[src/rtl/ppio_pkg.sv]
// Operation
// - control port stores byte inverted, pins show true
// - control port drivers float when enable low
// - control port register survives every reset
// - connector reset resets processor only
// - input latches transparent on gate high, hold
// - input read loads byte, read pulse low
// - output write loads latch, then data-valid low
// - data stable before data-valid rising edge
// - resets clear both general output latches
// - memory-disable option makes bit seven memory control
// - wait line low holds processor in wait
// - control input port read live, unlatched
// - interrupt line falling edge sets interrupt bit
`default_nettype none
package ppio_pkg;
   // port addresses on the processor I/O bus
   localparam logic [7:0] ADDR_CTL   = 8'h04;
   localparam logic [7:0] ADDR_PORTA = 8'h0A;
   localparam logic [7:0] ADDR_PORTB = 8'h0B;
   // widths
   localparam int DATA_W = 8;
   localparam int MSB    = 7;
   localparam int FIFO_DEPTH = 4;
   // reset values
   localparam logic [7:0] OUT_RST = 8'h00;
   localparam logic [7:0] RD_RST  = 8'h00;
   // timing: data-valid pulse length, one processor write cycle
   localparam int CLK_PERIOD_NS  = 25;
   localparam int DV_PULSE_NS    = 25;
   localparam int DV_PULSE_CYC_I = (DV_PULSE_NS + CLK_PERIOD_NS - 1) / CLK_PERIOD_NS;
   localparam int DV_PULSE_CYC   = (DV_PULSE_CYC_I < 1) ? 1 : DV_PULSE_CYC_I;
   localparam int DV_CNT_W = 4;
   // synchroniser bit layout
   localparam int SY_W = 32;
   localparam logic [31:0] SY_RST = 32'hFFFF_FFFF;
   // output stage states, gray from idle to recover
   typedef enum logic [1:0] {
      OS_IDLE    = 2'b00,
      OS_STROBE  = 2'b01,
      OS_RECOVER = 2'b11
   } ppio_ostate_e;
endpackage
`default_nettype wire

[src/rtl/ppio_fifo.sv]
`timescale 1ns/1ps
`default_nettype none
module ppio_fifo #(
   parameter int WIDTH = 9,
   parameter int DEPTH = 4
) (
   input  wire logic             sys_clk_i,
   input  wire logic             clr_i,
   input  wire logic             rst_i,
   input  wire logic             in_valid_i,
   output logic                  in_ready_o,
   input  wire logic [WIDTH-1:0] in_data_i,
   output logic                  out_valid_o,
   input  wire logic             out_ready_i,
   output logic      [WIDTH-1:0] out_data_o
);
   localparam int AW = (DEPTH > 1) ? $clog2(DEPTH) : 1;

   // =====================================================
   // storage and pointers
   // =====================================================
   logic [WIDTH-1:0] mem_q [DEPTH];
   logic [AW-1:0]    wptr_q;
   logic [AW-1:0]    rptr_q;
   logic [AW:0]      count_q;

   wire push = in_valid_i & in_ready_o;
   wire pop  = out_valid_o & out_ready_i;

   assign in_ready_o  = (count_q != (AW+1)'(DEPTH));
   assign out_valid_o = (count_q != '0);
   assign out_data_o  = mem_q[rptr_q];

   always_ff @(posedge sys_clk_i) begin
      if (push) begin
         mem_q[wptr_q] <= in_data_i;
      end
   end

   always_ff @(posedge sys_clk_i or posedge rst_i) begin
      if (rst_i) begin
         wptr_q  <= '0;
         rptr_q  <= '0;
         count_q <= '0;
      end else if (clr_i) begin
         wptr_q  <= '0;
         rptr_q  <= '0;
         count_q <= '0;
      end else begin
         if (push) begin
            wptr_q <= (wptr_q == AW'(DEPTH-1)) ? '0 : wptr_q + 1'b1;
         end
         if (pop) begin
            rptr_q <= (rptr_q == AW'(DEPTH-1)) ? '0 : rptr_q + 1'b1;
         end
         count_q <= count_q + (AW+1)'(push) - (AW+1)'(pop);
      end
   end
endmodule
`default_nettype wire

[src/rtl/ppio_sync.sv]
`timescale 1ns/1ps
`default_nettype none
module ppio_sync #(
   parameter int          WIDTH   = 8,
   parameter logic [31:0] RST_VAL = 32'h0
) (
   input  wire logic             sys_clk_i,
   input  wire logic             rst_i,
   input  wire logic [WIDTH-1:0] async_i,
   output logic      [WIDTH-1:0] sync_o
);
   // =====================================================
   // two-flop synchroniser
   // =====================================================
   logic [WIDTH-1:0] meta_q;
   logic [WIDTH-1:0] sync_q;

   always_ff @(posedge sys_clk_i or posedge rst_i) begin
      if (rst_i) begin
         meta_q <= RST_VAL[WIDTH-1:0];
         sync_q <= RST_VAL[WIDTH-1:0];
      end else begin
         meta_q <= async_i;
         sync_q <= meta_q;
      end
   end

   assign sync_o = sync_q;
endmodule
`default_nettype wire

[src/rtl/ppio_top.sv]
`timescale 1ns/1ps
`default_nettype none
module ppio_top #(
   parameter int DATA_W     = ppio_pkg::DATA_W,
   parameter int FIFO_DEPTH = ppio_pkg::FIFO_DEPTH
) (
   input  wire logic              sys_clk_i,
   input  wire logic              rst_i,
   input  wire logic              power_on_clear_i,
   // processor I/O bus
   input  wire logic [7:0]        io_addr_i,
   input  wire logic              io_wr_i,
   input  wire logic              io_rd_i,
   input  wire logic [DATA_W-1:0] io_wdata_i,
   output logic      [DATA_W-1:0] io_rdata_o,
   output logic                   io_rdata_valid_o,
   output logic                   io_wait_o,
   output logic                   cpu_reset_o,
   // controller port connector
   input  wire logic [DATA_W-1:0] ctl_in_i,
   output logic      [DATA_W-1:0] ctl_out_o,
   output logic                   ctl_out_oe_n_o,
   input  wire logic              ctl_out_enable_i,
   input  wire logic              ctl_reset_n_i,
   input  wire logic              ctl_int_n_i,
   output logic                   ctl_int_flag_o,
   input  wire logic              ctl_int_clr_i,
   // general port A connector
   input  wire logic [DATA_W-1:0] pa_in_i,
   input  wire logic              pa_gate_i,
   output logic                   pa_port_read_pulse_n_o,
   output logic      [DATA_W-1:0] pa_out_o,
   output logic                   pa_data_valid_n_o,
   input  wire logic              pa_wait_n_i,
   // general port B connector
   input  wire logic [DATA_W-1:0] pb_in_i,
   input  wire logic              pb_gate_i,
   output logic                   pb_port_read_pulse_n_o,
   output logic      [DATA_W-1:0] pb_out_o,
   output logic                   pb_data_valid_n_o,
   input  wire logic              pb_wait_n_i,
   // memory-disable option
   input  wire logic              mem_disable_sel_i,
   output logic                   onboard_mem_off_o
);
   // =====================================================
   // pin synchronisation
   // =====================================================
   logic [ppio_pkg::SY_W-1:0] sy_raw;
   logic [ppio_pkg::SY_W-1:0] sy;

   assign sy_raw = {ctl_in_i, pa_in_i, pb_in_i, pa_gate_i, pb_gate_i,
                    ctl_out_enable_i, ctl_reset_n_i, ctl_int_n_i,
                    pa_wait_n_i, pb_wait_n_i, ~mem_disable_sel_i};

   ppio_sync #(
      .WIDTH   (ppio_pkg::SY_W),
      .RST_VAL (ppio_pkg::SY_RST)
   ) u_sync (
      .sys_clk_i (sys_clk_i),
      .rst_i     (rst_i),
      .async_i   (sy_raw),
      .sync_o    (sy)
   );

   wire [7:0] ctl_in_s  = sy[31:24];
   wire [7:0] pa_in_s   = sy[23:16];
   wire [7:0] pb_in_s   = sy[15:8];
   wire       pa_gate_s = sy[7];
   wire       pb_gate_s = sy[6];
   wire       ctl_oe_s  = sy[5];
   wire       ctl_rst_n = sy[4];
   wire       ctl_int_s = sy[3];
   wire       pa_wait_s = sy[2];
   wire       pb_wait_s = sy[1];
   wire       mem_sel_s = ~sy[0];

   // =====================================================
   // address decode
   // =====================================================
   wire sel_ctl = (io_addr_i == ppio_pkg::ADDR_CTL);
   wire sel_pa  = (io_addr_i == ppio_pkg::ADDR_PORTA);
   wire sel_pb  = (io_addr_i == ppio_pkg::ADDR_PORTB);

   wire ext_wait  = ~pa_wait_s | ~pb_wait_s;
   wire fifo_in_ready;
   wire gen_wr    = io_wr_i & (sel_pa | sel_pb);
   wire wr_stall  = gen_wr & ~fifo_in_ready;
   wire wr_ctl    = io_wr_i & sel_ctl & ~io_wait_o;
   wire wr_gen    = gen_wr & ~io_wait_o;
   wire rd_take   = io_rd_i & ~io_wait_o;

   // processor held while either connector wait line is low
   assign io_wait_o = ext_wait | wr_stall;

   // connector reset reaches the processor only
   assign cpu_reset_o = rst_i | ~ctl_rst_n;

   // =====================================================
   // controller output port
   // =====================================================
   // no reset: contents survive bus reset and power-on clear
   logic [DATA_W-1:0] ctl_out_inv_q;

   always_ff @(posedge sys_clk_i) begin
      if (wr_ctl) begin
         ctl_out_inv_q <= ~io_wdata_i;
      end
   end

   // inverting drivers restore polarity
   assign ctl_out_o      = ~ctl_out_inv_q;
   assign ctl_out_oe_n_o = ~ctl_oe_s;

   // =====================================================
   // controller interrupt line
   // =====================================================
   logic ctl_int_prev_q;
   logic ctl_int_flag_q;
   wire  ctl_int_fall = ctl_int_prev_q & ~ctl_int_s;

   always_ff @(posedge sys_clk_i or posedge rst_i) begin
      if (rst_i) begin
         ctl_int_prev_q <= 1'b1;
         ctl_int_flag_q <= 1'b0;
      end else begin
         ctl_int_prev_q <= ctl_int_s;
         // a new edge wins over a clear in the same cycle
         if (ctl_int_fall) begin
            ctl_int_flag_q <= 1'b1;
         end else if (ctl_int_clr_i) begin
            ctl_int_flag_q <= 1'b0;
         end
      end
   end

   assign ctl_int_flag_o = ctl_int_flag_q;

   // =====================================================
   // general input latches
   // =====================================================
   logic [DATA_W-1:0] pa_latch_q;
   logic [DATA_W-1:0] pb_latch_q;

   // transparent while gate high, holds value from falling edge
   always_ff @(posedge sys_clk_i or posedge rst_i) begin
      if (rst_i) begin
         pa_latch_q <= ppio_pkg::RD_RST;
         pb_latch_q <= ppio_pkg::RD_RST;
      end else begin
         if (pa_gate_s) begin
            pa_latch_q <= pa_in_s;
         end
         if (pb_gate_s) begin
            pb_latch_q <= pb_in_s;
         end
      end
   end

   // read pulse low for the whole read cycle addressing the port
   assign pa_port_read_pulse_n_o = ~(io_rd_i & sel_pa);
   assign pb_port_read_pulse_n_o = ~(io_rd_i & sel_pb);

   // =====================================================
   // read data
   // =====================================================
   wire [DATA_W-1:0] rd_mux = sel_pa  ? pa_latch_q :
                              sel_pb  ? pb_latch_q :
                              sel_ctl ? ctl_in_s :
                              ppio_pkg::RD_RST;

   logic [DATA_W-1:0] rdata_q;
   logic              rvalid_q;

   always_ff @(posedge sys_clk_i or posedge rst_i) begin
      if (rst_i) begin
         rdata_q  <= ppio_pkg::RD_RST;
         rvalid_q <= 1'b0;
      end else begin
         rvalid_q <= rd_take;
         if (rd_take) begin
            rdata_q <= rd_mux;
         end
      end
   end

   assign io_rdata_o       = rdata_q;
   assign io_rdata_valid_o = rvalid_q;

   // =====================================================
   // general output path: write buffer
   // =====================================================
   wire              out_clr = power_on_clear_i;
   wire              q_valid;
   logic             q_ready;
   wire [DATA_W:0]   q_data;

   ppio_fifo #(
      .WIDTH (DATA_W + 1),
      .DEPTH (FIFO_DEPTH)
   ) u_fifo (
      .sys_clk_i   (sys_clk_i),
      .clr_i       (out_clr),
      .rst_i       (rst_i),
      .in_valid_i  (wr_gen),
      .in_ready_o  (fifo_in_ready),
      .in_data_i   ({sel_pb, io_wdata_i}),
      .out_valid_o (q_valid),
      .out_ready_i (q_ready),
      .out_data_o  (q_data)
   );

   // =====================================================
   // general output stage
   // =====================================================
   ppio_pkg::ppio_ostate_e os_q;
   ppio_pkg::ppio_ostate_e os_d;
   logic [ppio_pkg::DV_CNT_W-1:0] dv_cnt_q;
   logic [DATA_W-1:0] pa_out_q;
   logic [DATA_W-1:0] pb_out_q;
   logic              dv_port_q;

   wire dv_done = (dv_cnt_q == ppio_pkg::DV_CNT_W'(ppio_pkg::DV_PULSE_CYC - 1));

   // a new entry is not started while a slow device holds wait
   always_comb begin
      os_d    = os_q;
      q_ready = 1'b0;
      case (os_q)
         ppio_pkg::OS_IDLE: begin
            if (q_valid && !ext_wait) begin
               q_ready = 1'b1;
               os_d    = ppio_pkg::OS_STROBE;
            end
         end
         ppio_pkg::OS_STROBE: begin
            if (dv_done) begin
               os_d = ppio_pkg::OS_RECOVER;
            end
         end
         ppio_pkg::OS_RECOVER: begin
            os_d = ppio_pkg::OS_IDLE;
         end
         default: begin
            os_d = ppio_pkg::OS_IDLE;
         end
      endcase
   end

   always_ff @(posedge sys_clk_i or posedge rst_i) begin
      if (rst_i) begin
         os_q     <= ppio_pkg::OS_IDLE;
         dv_cnt_q <= '0;
      end else if (out_clr) begin
         os_q     <= ppio_pkg::OS_IDLE;
         dv_cnt_q <= '0;
      end else begin
         os_q     <= os_d;
         dv_cnt_q <= (os_q == ppio_pkg::OS_STROBE) ? dv_cnt_q + 1'b1 : '0;
      end
   end

   // latch loaded on the edge the pulse starts, so data is steady through the pulse
   always_ff @(posedge sys_clk_i or posedge rst_i) begin
      if (rst_i) begin
         pa_out_q  <= ppio_pkg::OUT_RST;
         pb_out_q  <= ppio_pkg::OUT_RST;
         dv_port_q <= 1'b0;
      end else if (out_clr) begin
         pa_out_q  <= ppio_pkg::OUT_RST;
         pb_out_q  <= ppio_pkg::OUT_RST;
         dv_port_q <= 1'b0;
      end else if (q_ready) begin
         dv_port_q <= q_data[DATA_W];
         if (q_data[DATA_W]) begin
            pb_out_q <= q_data[DATA_W-1:0];
         end else begin
            pa_out_q <= q_data[DATA_W-1:0];
         end
      end
   end

   wire dv_active = (os_q == ppio_pkg::OS_STROBE);

   assign pa_out_o          = pa_out_q;
   assign pb_out_o          = pb_out_q;
   assign pa_data_valid_n_o = ~(dv_active & ~dv_port_q);
   assign pb_data_valid_n_o = ~(dv_active & dv_port_q);

   // bit seven becomes memory control under the option
   assign onboard_mem_off_o = mem_sel_s & pa_out_q[ppio_pkg::MSB];
endmodule
`default_nettype wire

[config.mk]
export PLATFORM = sky130hd
export DESIGN_NAME = ppio_top
export DESIGN_NICKNAME = d
export VERILOG_FILES = /design/src/rtl/ppio_pkg.sv /design/src/rtl/ppio_fifo.sv /design/src/rtl/ppio_sync.sv /design/src/rtl/ppio_top.sv
export SDC_FILE = /design/constraint.sdc
export NUM_CORES = 1
export LEC_CHECK = 0
export ABC_AREA = 1
export BUFFER_PORTS_ARGS = -buffer_cell sky130_fd_sc_hd__buf_2
export CAP_MARGIN = 20
export CORE_AREA = 4 4 163 165
export DETAILED_ROUTE_END_ITERATION = 7
export DIE_AREA = 0 0 167 169
export PLACE_DENSITY = 0.4
export SETUP_SLACK_MARGIN = 0.15
export SLEW_MARGIN = 20
export SYNTH_ARGS = -nofsm -noshare
export SYNTH_HDL_FRONTEND = slang
export SYNTH_SLANG_ARGS = --single-unit
[constraint.sdc]
create_clock -name sys_clk_i -period 6.2 [get_ports sys_clk_i]
set_input_delay 0.62 -clock sys_clk_i [delete_from_list [all_inputs] [get_ports sys_clk_i]]
set_output_delay 0.62 -clock sys_clk_i [all_outputs]
set_load 0.01 [all_outputs]
==> summary by stage <==
GRT
Summed over all layers, the global routing overflow is 0. The via count of the first global-routing pass is around 4,200. The largest net degree at the start of global routing is 67. The first global-routing pass estimated ~22 mm of wire. The combined global-route utilization of all metal layers is 10.0%. The number of antenna violations at the first check in global routing is 0.

Timing
Setup repair after global routing left no endpoint under its margin. The minimum setup slack in the final design is 3590 ps. Adding up every negative setup slack in the final design gives 0 ps.

The remaining max-slew budget at the tightest pin is between 30% and 40%. The worst hold slack after final layout is around 280 ps. The count of endpoints failing hold in the final timing report is 0. The fmax is between 300 and 400 MHz. The final setup violation count is 0. The routed design could run at a clock period as short as between 2000 and 3000 ps. The final clock skew is around 10 ps. The total count of max-transition violations in the final report was 0. The worst path uses 42.1% of the clock period. The actual transition at the worst max-transition pin is between 900 and 1000 ps.

Clock network
The maximum buffer depth of the clock tree is 2. The insertion delay to the later sink of the worst-skew pair is 430 ps. The TritonCTS buffer count is 17.

In this run the post-CTS setup repair buffer count came out at 0. The cell sitting at the root of the clock tree is a clkbuf_16. The number of resized instances in the post-cts repair step is 0. The total number of H-tree levels is 4.

TritonCTS built the clock tree. The clock-pin slew on the worst setup and hold paths is about 80 ps. The cts-stage hold buffer count is 0. The total number of clock tree sinks is about 170.

Cells and area
The antenna cell count is 0. The final core area utilization is a little over 30%. The layout net count is 667. The share of layout cells above drive strength 1 is 37.5%. Compared with the post-synthesis result, the final layout area differs by 23.8%.

The number of standard cells in the final layout excluding fillers is between 900 and 1,000. The multi-input logic area is between 1000 and 1500 µm². The number of filler instances in the final layout is ~2,500. The finished cells cover about 7600 µm².

Across the whole layout, storage elements account for 4430 µm².

Placed design
The HPWL after detailed placement is 10.0 mm. The cell area after placement is about 7000 µm². The placed instance count is 914. Routability-driven placement finished with a final weighted congestion of just under 0.8. The count of buffers from port buffering is 95. OpenSTA, run right after detailed placement, puts the worst setup slack at 3440 ps.

Logic synthesis
By area the synthesized netlist is led by dfstp_2 28%, dfrtp_1 23%, edfxtp_1 21%. Synthesis handed over a netlist of around 500 instances. The sequential cell area fraction in the yosys report is a little under three quarters. The average instance in the mapped netlist occupies between 10 and 15 µm². The count of distinct cell types in the synthesized netlist is 33.

In this run the cell area of the synthesized design comes to a little over 6000 µm². Synthesis inferred between 150 and 200 register bits. The largest total area in the synthesized netlist belongs to dfstp_2. The share of flip-flops with an asynchronous set or reset after synthesis is 73.3%. By count the netlist is led by 65 x dfstp_2, 64 x nand2_1, 58 x inv_1.

The Yosys step of the flow raised 0 warnings. After synthesis, the largest area contributor takes up 27.7% of total cell area. The net count of the mapped netlist is around 570. Counting flops with a built-in enable in the synthesized netlist gives between 40 and 50. The most used flip-flop cell after synthesis is dfstp_2. Among all cell types in the netlist, the one instantiated most often is dfstp_2.

Floorplan
For this configuration, the core starts out at a cell density of about a quarter. The number of top-level pins is 96. The number of rows created at floorplan is between 50 and 60.

Measured along the x axis, the die boundary spans about 170 µm. The floorplan die height is approximately 170 µm. In this run the standard cell core region covers 25,000 µm². The die area is ~28,000 µm².

Min path
The start point of the worst min-delay path is pa_in_i[1]. For hold timing, the worst endpoint is u_sync.meta_q[17]$_DFF_PP1_. The number of stages on the worst hold path is 1. The worst hold-check path type is in2reg.

Power
The switching share of power is 27.9%. The worst-case IR drop observed on VDD is around 0.19 mV. The sum of internal, switching and leakage power is about 2.5 mW. The clock network burns between 40% and 50% of the power. The static power due to leakage is 3.37 nW. The total internal power is about 1.8 mW. Combinational logic is responsible for under 10% of the overall power. The total net switching power is a little over 0.7 mW. The sequential share of power is just under 50%. The total power per unit cell area is between 300 and 400 nW/µm².

Critical path
The kind of critical path is in2out. The number of cells on the worst reg-to-reg path is 11. The required time reported for the critical path endpoint is between 5000 and 6000 ps. STA classifies the critical path endpoint as an output port. The kind of launch point of the worst setup path is an input pin. The origin of the critical flop-to-flop path is u_sync.sync_o[1]$_DFF_PP1_. The maximum fanout along the worst path is 28. The setup slack of the worst register-to-register path is around 3800 ps. The capturing point of the worst reg2reg path is u_fifo.count_q[2]$_DFF_PP0_.

The critical path arrival is around 2000 ps.

Drt
The total detailed-routing wirelength is ~14 mm. After detailed routing, the average wire length per cell comes to ~15 µm. The detailed router's first-iteration violation count is approximately 250. The number of detailed-route iterations in the first pass is 4. The count of nets left with antenna violations once routing finished came out at 0. The post-route DRC violation count is 0. The detailed-route via count is just under 4,000. Using the TritonRoute via totals, the vias-per-cell ratio works out to between 4 and 5.

Run
Max-cap violations in this run came to 0.

Outcome
The run finished with clean final reports.
==> power by group through the flow <==
stage / clock, mW / sequential (mW) / combinational [mW]
floorplan: 0 / 1.24 / 0.152
global placement: 0 / 1.26 / 0.223
detailed placement: 0 / 1.26 / 0.228
CTS: 1.11 / 1.24 / 0.229
global route: 1.16 / 1.24 / 0.256
finish: 1.07 / 1.23 / 0.222
==> final cells by class <==
type	count	share of cell area (%)
clock buffer	17	5.57
clock inverter	15	2.70
inverter	64	3.21
multi-input combinational	259	18.8
sequential	165	58.0
tap	330	5.40
timing repair buffer	96	6.32
==> kinds of logic after synthesis <==
family          after synthesis  synth area share (%)
simple gates                190                  14.4
mux                          16                  2.92
compound gates               39                  3.24
fa+ha+maj                    10                  2.15
buf+inv                      77                  4.92
flops                       165                  71.8
xor+xnor                      4                 0.567
==> layout by cell type, fill, tap and decap left out, types with 10 or more instances in the layout <==
| master | n |
|---|---|
| o21ai_0 | 23 |
| dfrtp_1 | 56 |
| buf_2 | 95 |
| nand2_1 | 64 |
| nor2_1 | 50 |
| a21oi_1 | 10 |
| dfstp_2 | 65 |
| nand3_1 | 47 |
| mux2_2 | 16 |
| clkbuf_16 | 17 |
| inv_1 | 57 |
| edfxtp_1 | 44 |
==> critical path, stage by stage <==
cell     delay, ps
buf_2           90
inv_1           40
nand2_1         70
nor2_4         470
nand2_2        140
nand2_4        120
nand3_4        130
nand2_1        140
buf_2          140
==> worst max-delay path by stage <==
stage	to	depth (start not counted)	start	slack, ps
finish	io_wait_o	9	io_addr_i[4]	3590
global route	io_wait_o	9	io_addr_i[7]	3420
CTS	io_wait_o	9	io_addr_i[4]	3560
detailed placement	u_fifo.mem_q[3][6]$_DFFE_PP_	8	io_addr_i[4]	3440
global placement	u_fifo.mem_q[1][5]$_DFFE_PP_	8	io_addr_i[4]	3500
floorplan	cpu_reset_o	2	rst_i	2150
==> registers in the layout (all words and copies together), names as in the netlist, 3 cells and up <==
name,count
ctl_out_inv_q,8
pb_latch_q,8
pa_latch_q,8
dv_cnt_q,4
io_rdata_o,8
pa_out_o,8
u_sync.meta_q,32
pb_out_o,8
u_fifo.count_q,3
u_sync.sync_o,32
u_fifo.mem_q,36
==> metal layers <==
layer	up-vias	track usage, %	share of wire, %
li1	1843	-	-
met1	1895	12.1	44
met2	91	17.3	50
met3	14	2.85	3.9
met4	0	3.42	1.4
met5	-	0	0
(Power assumes the default switching activity.)
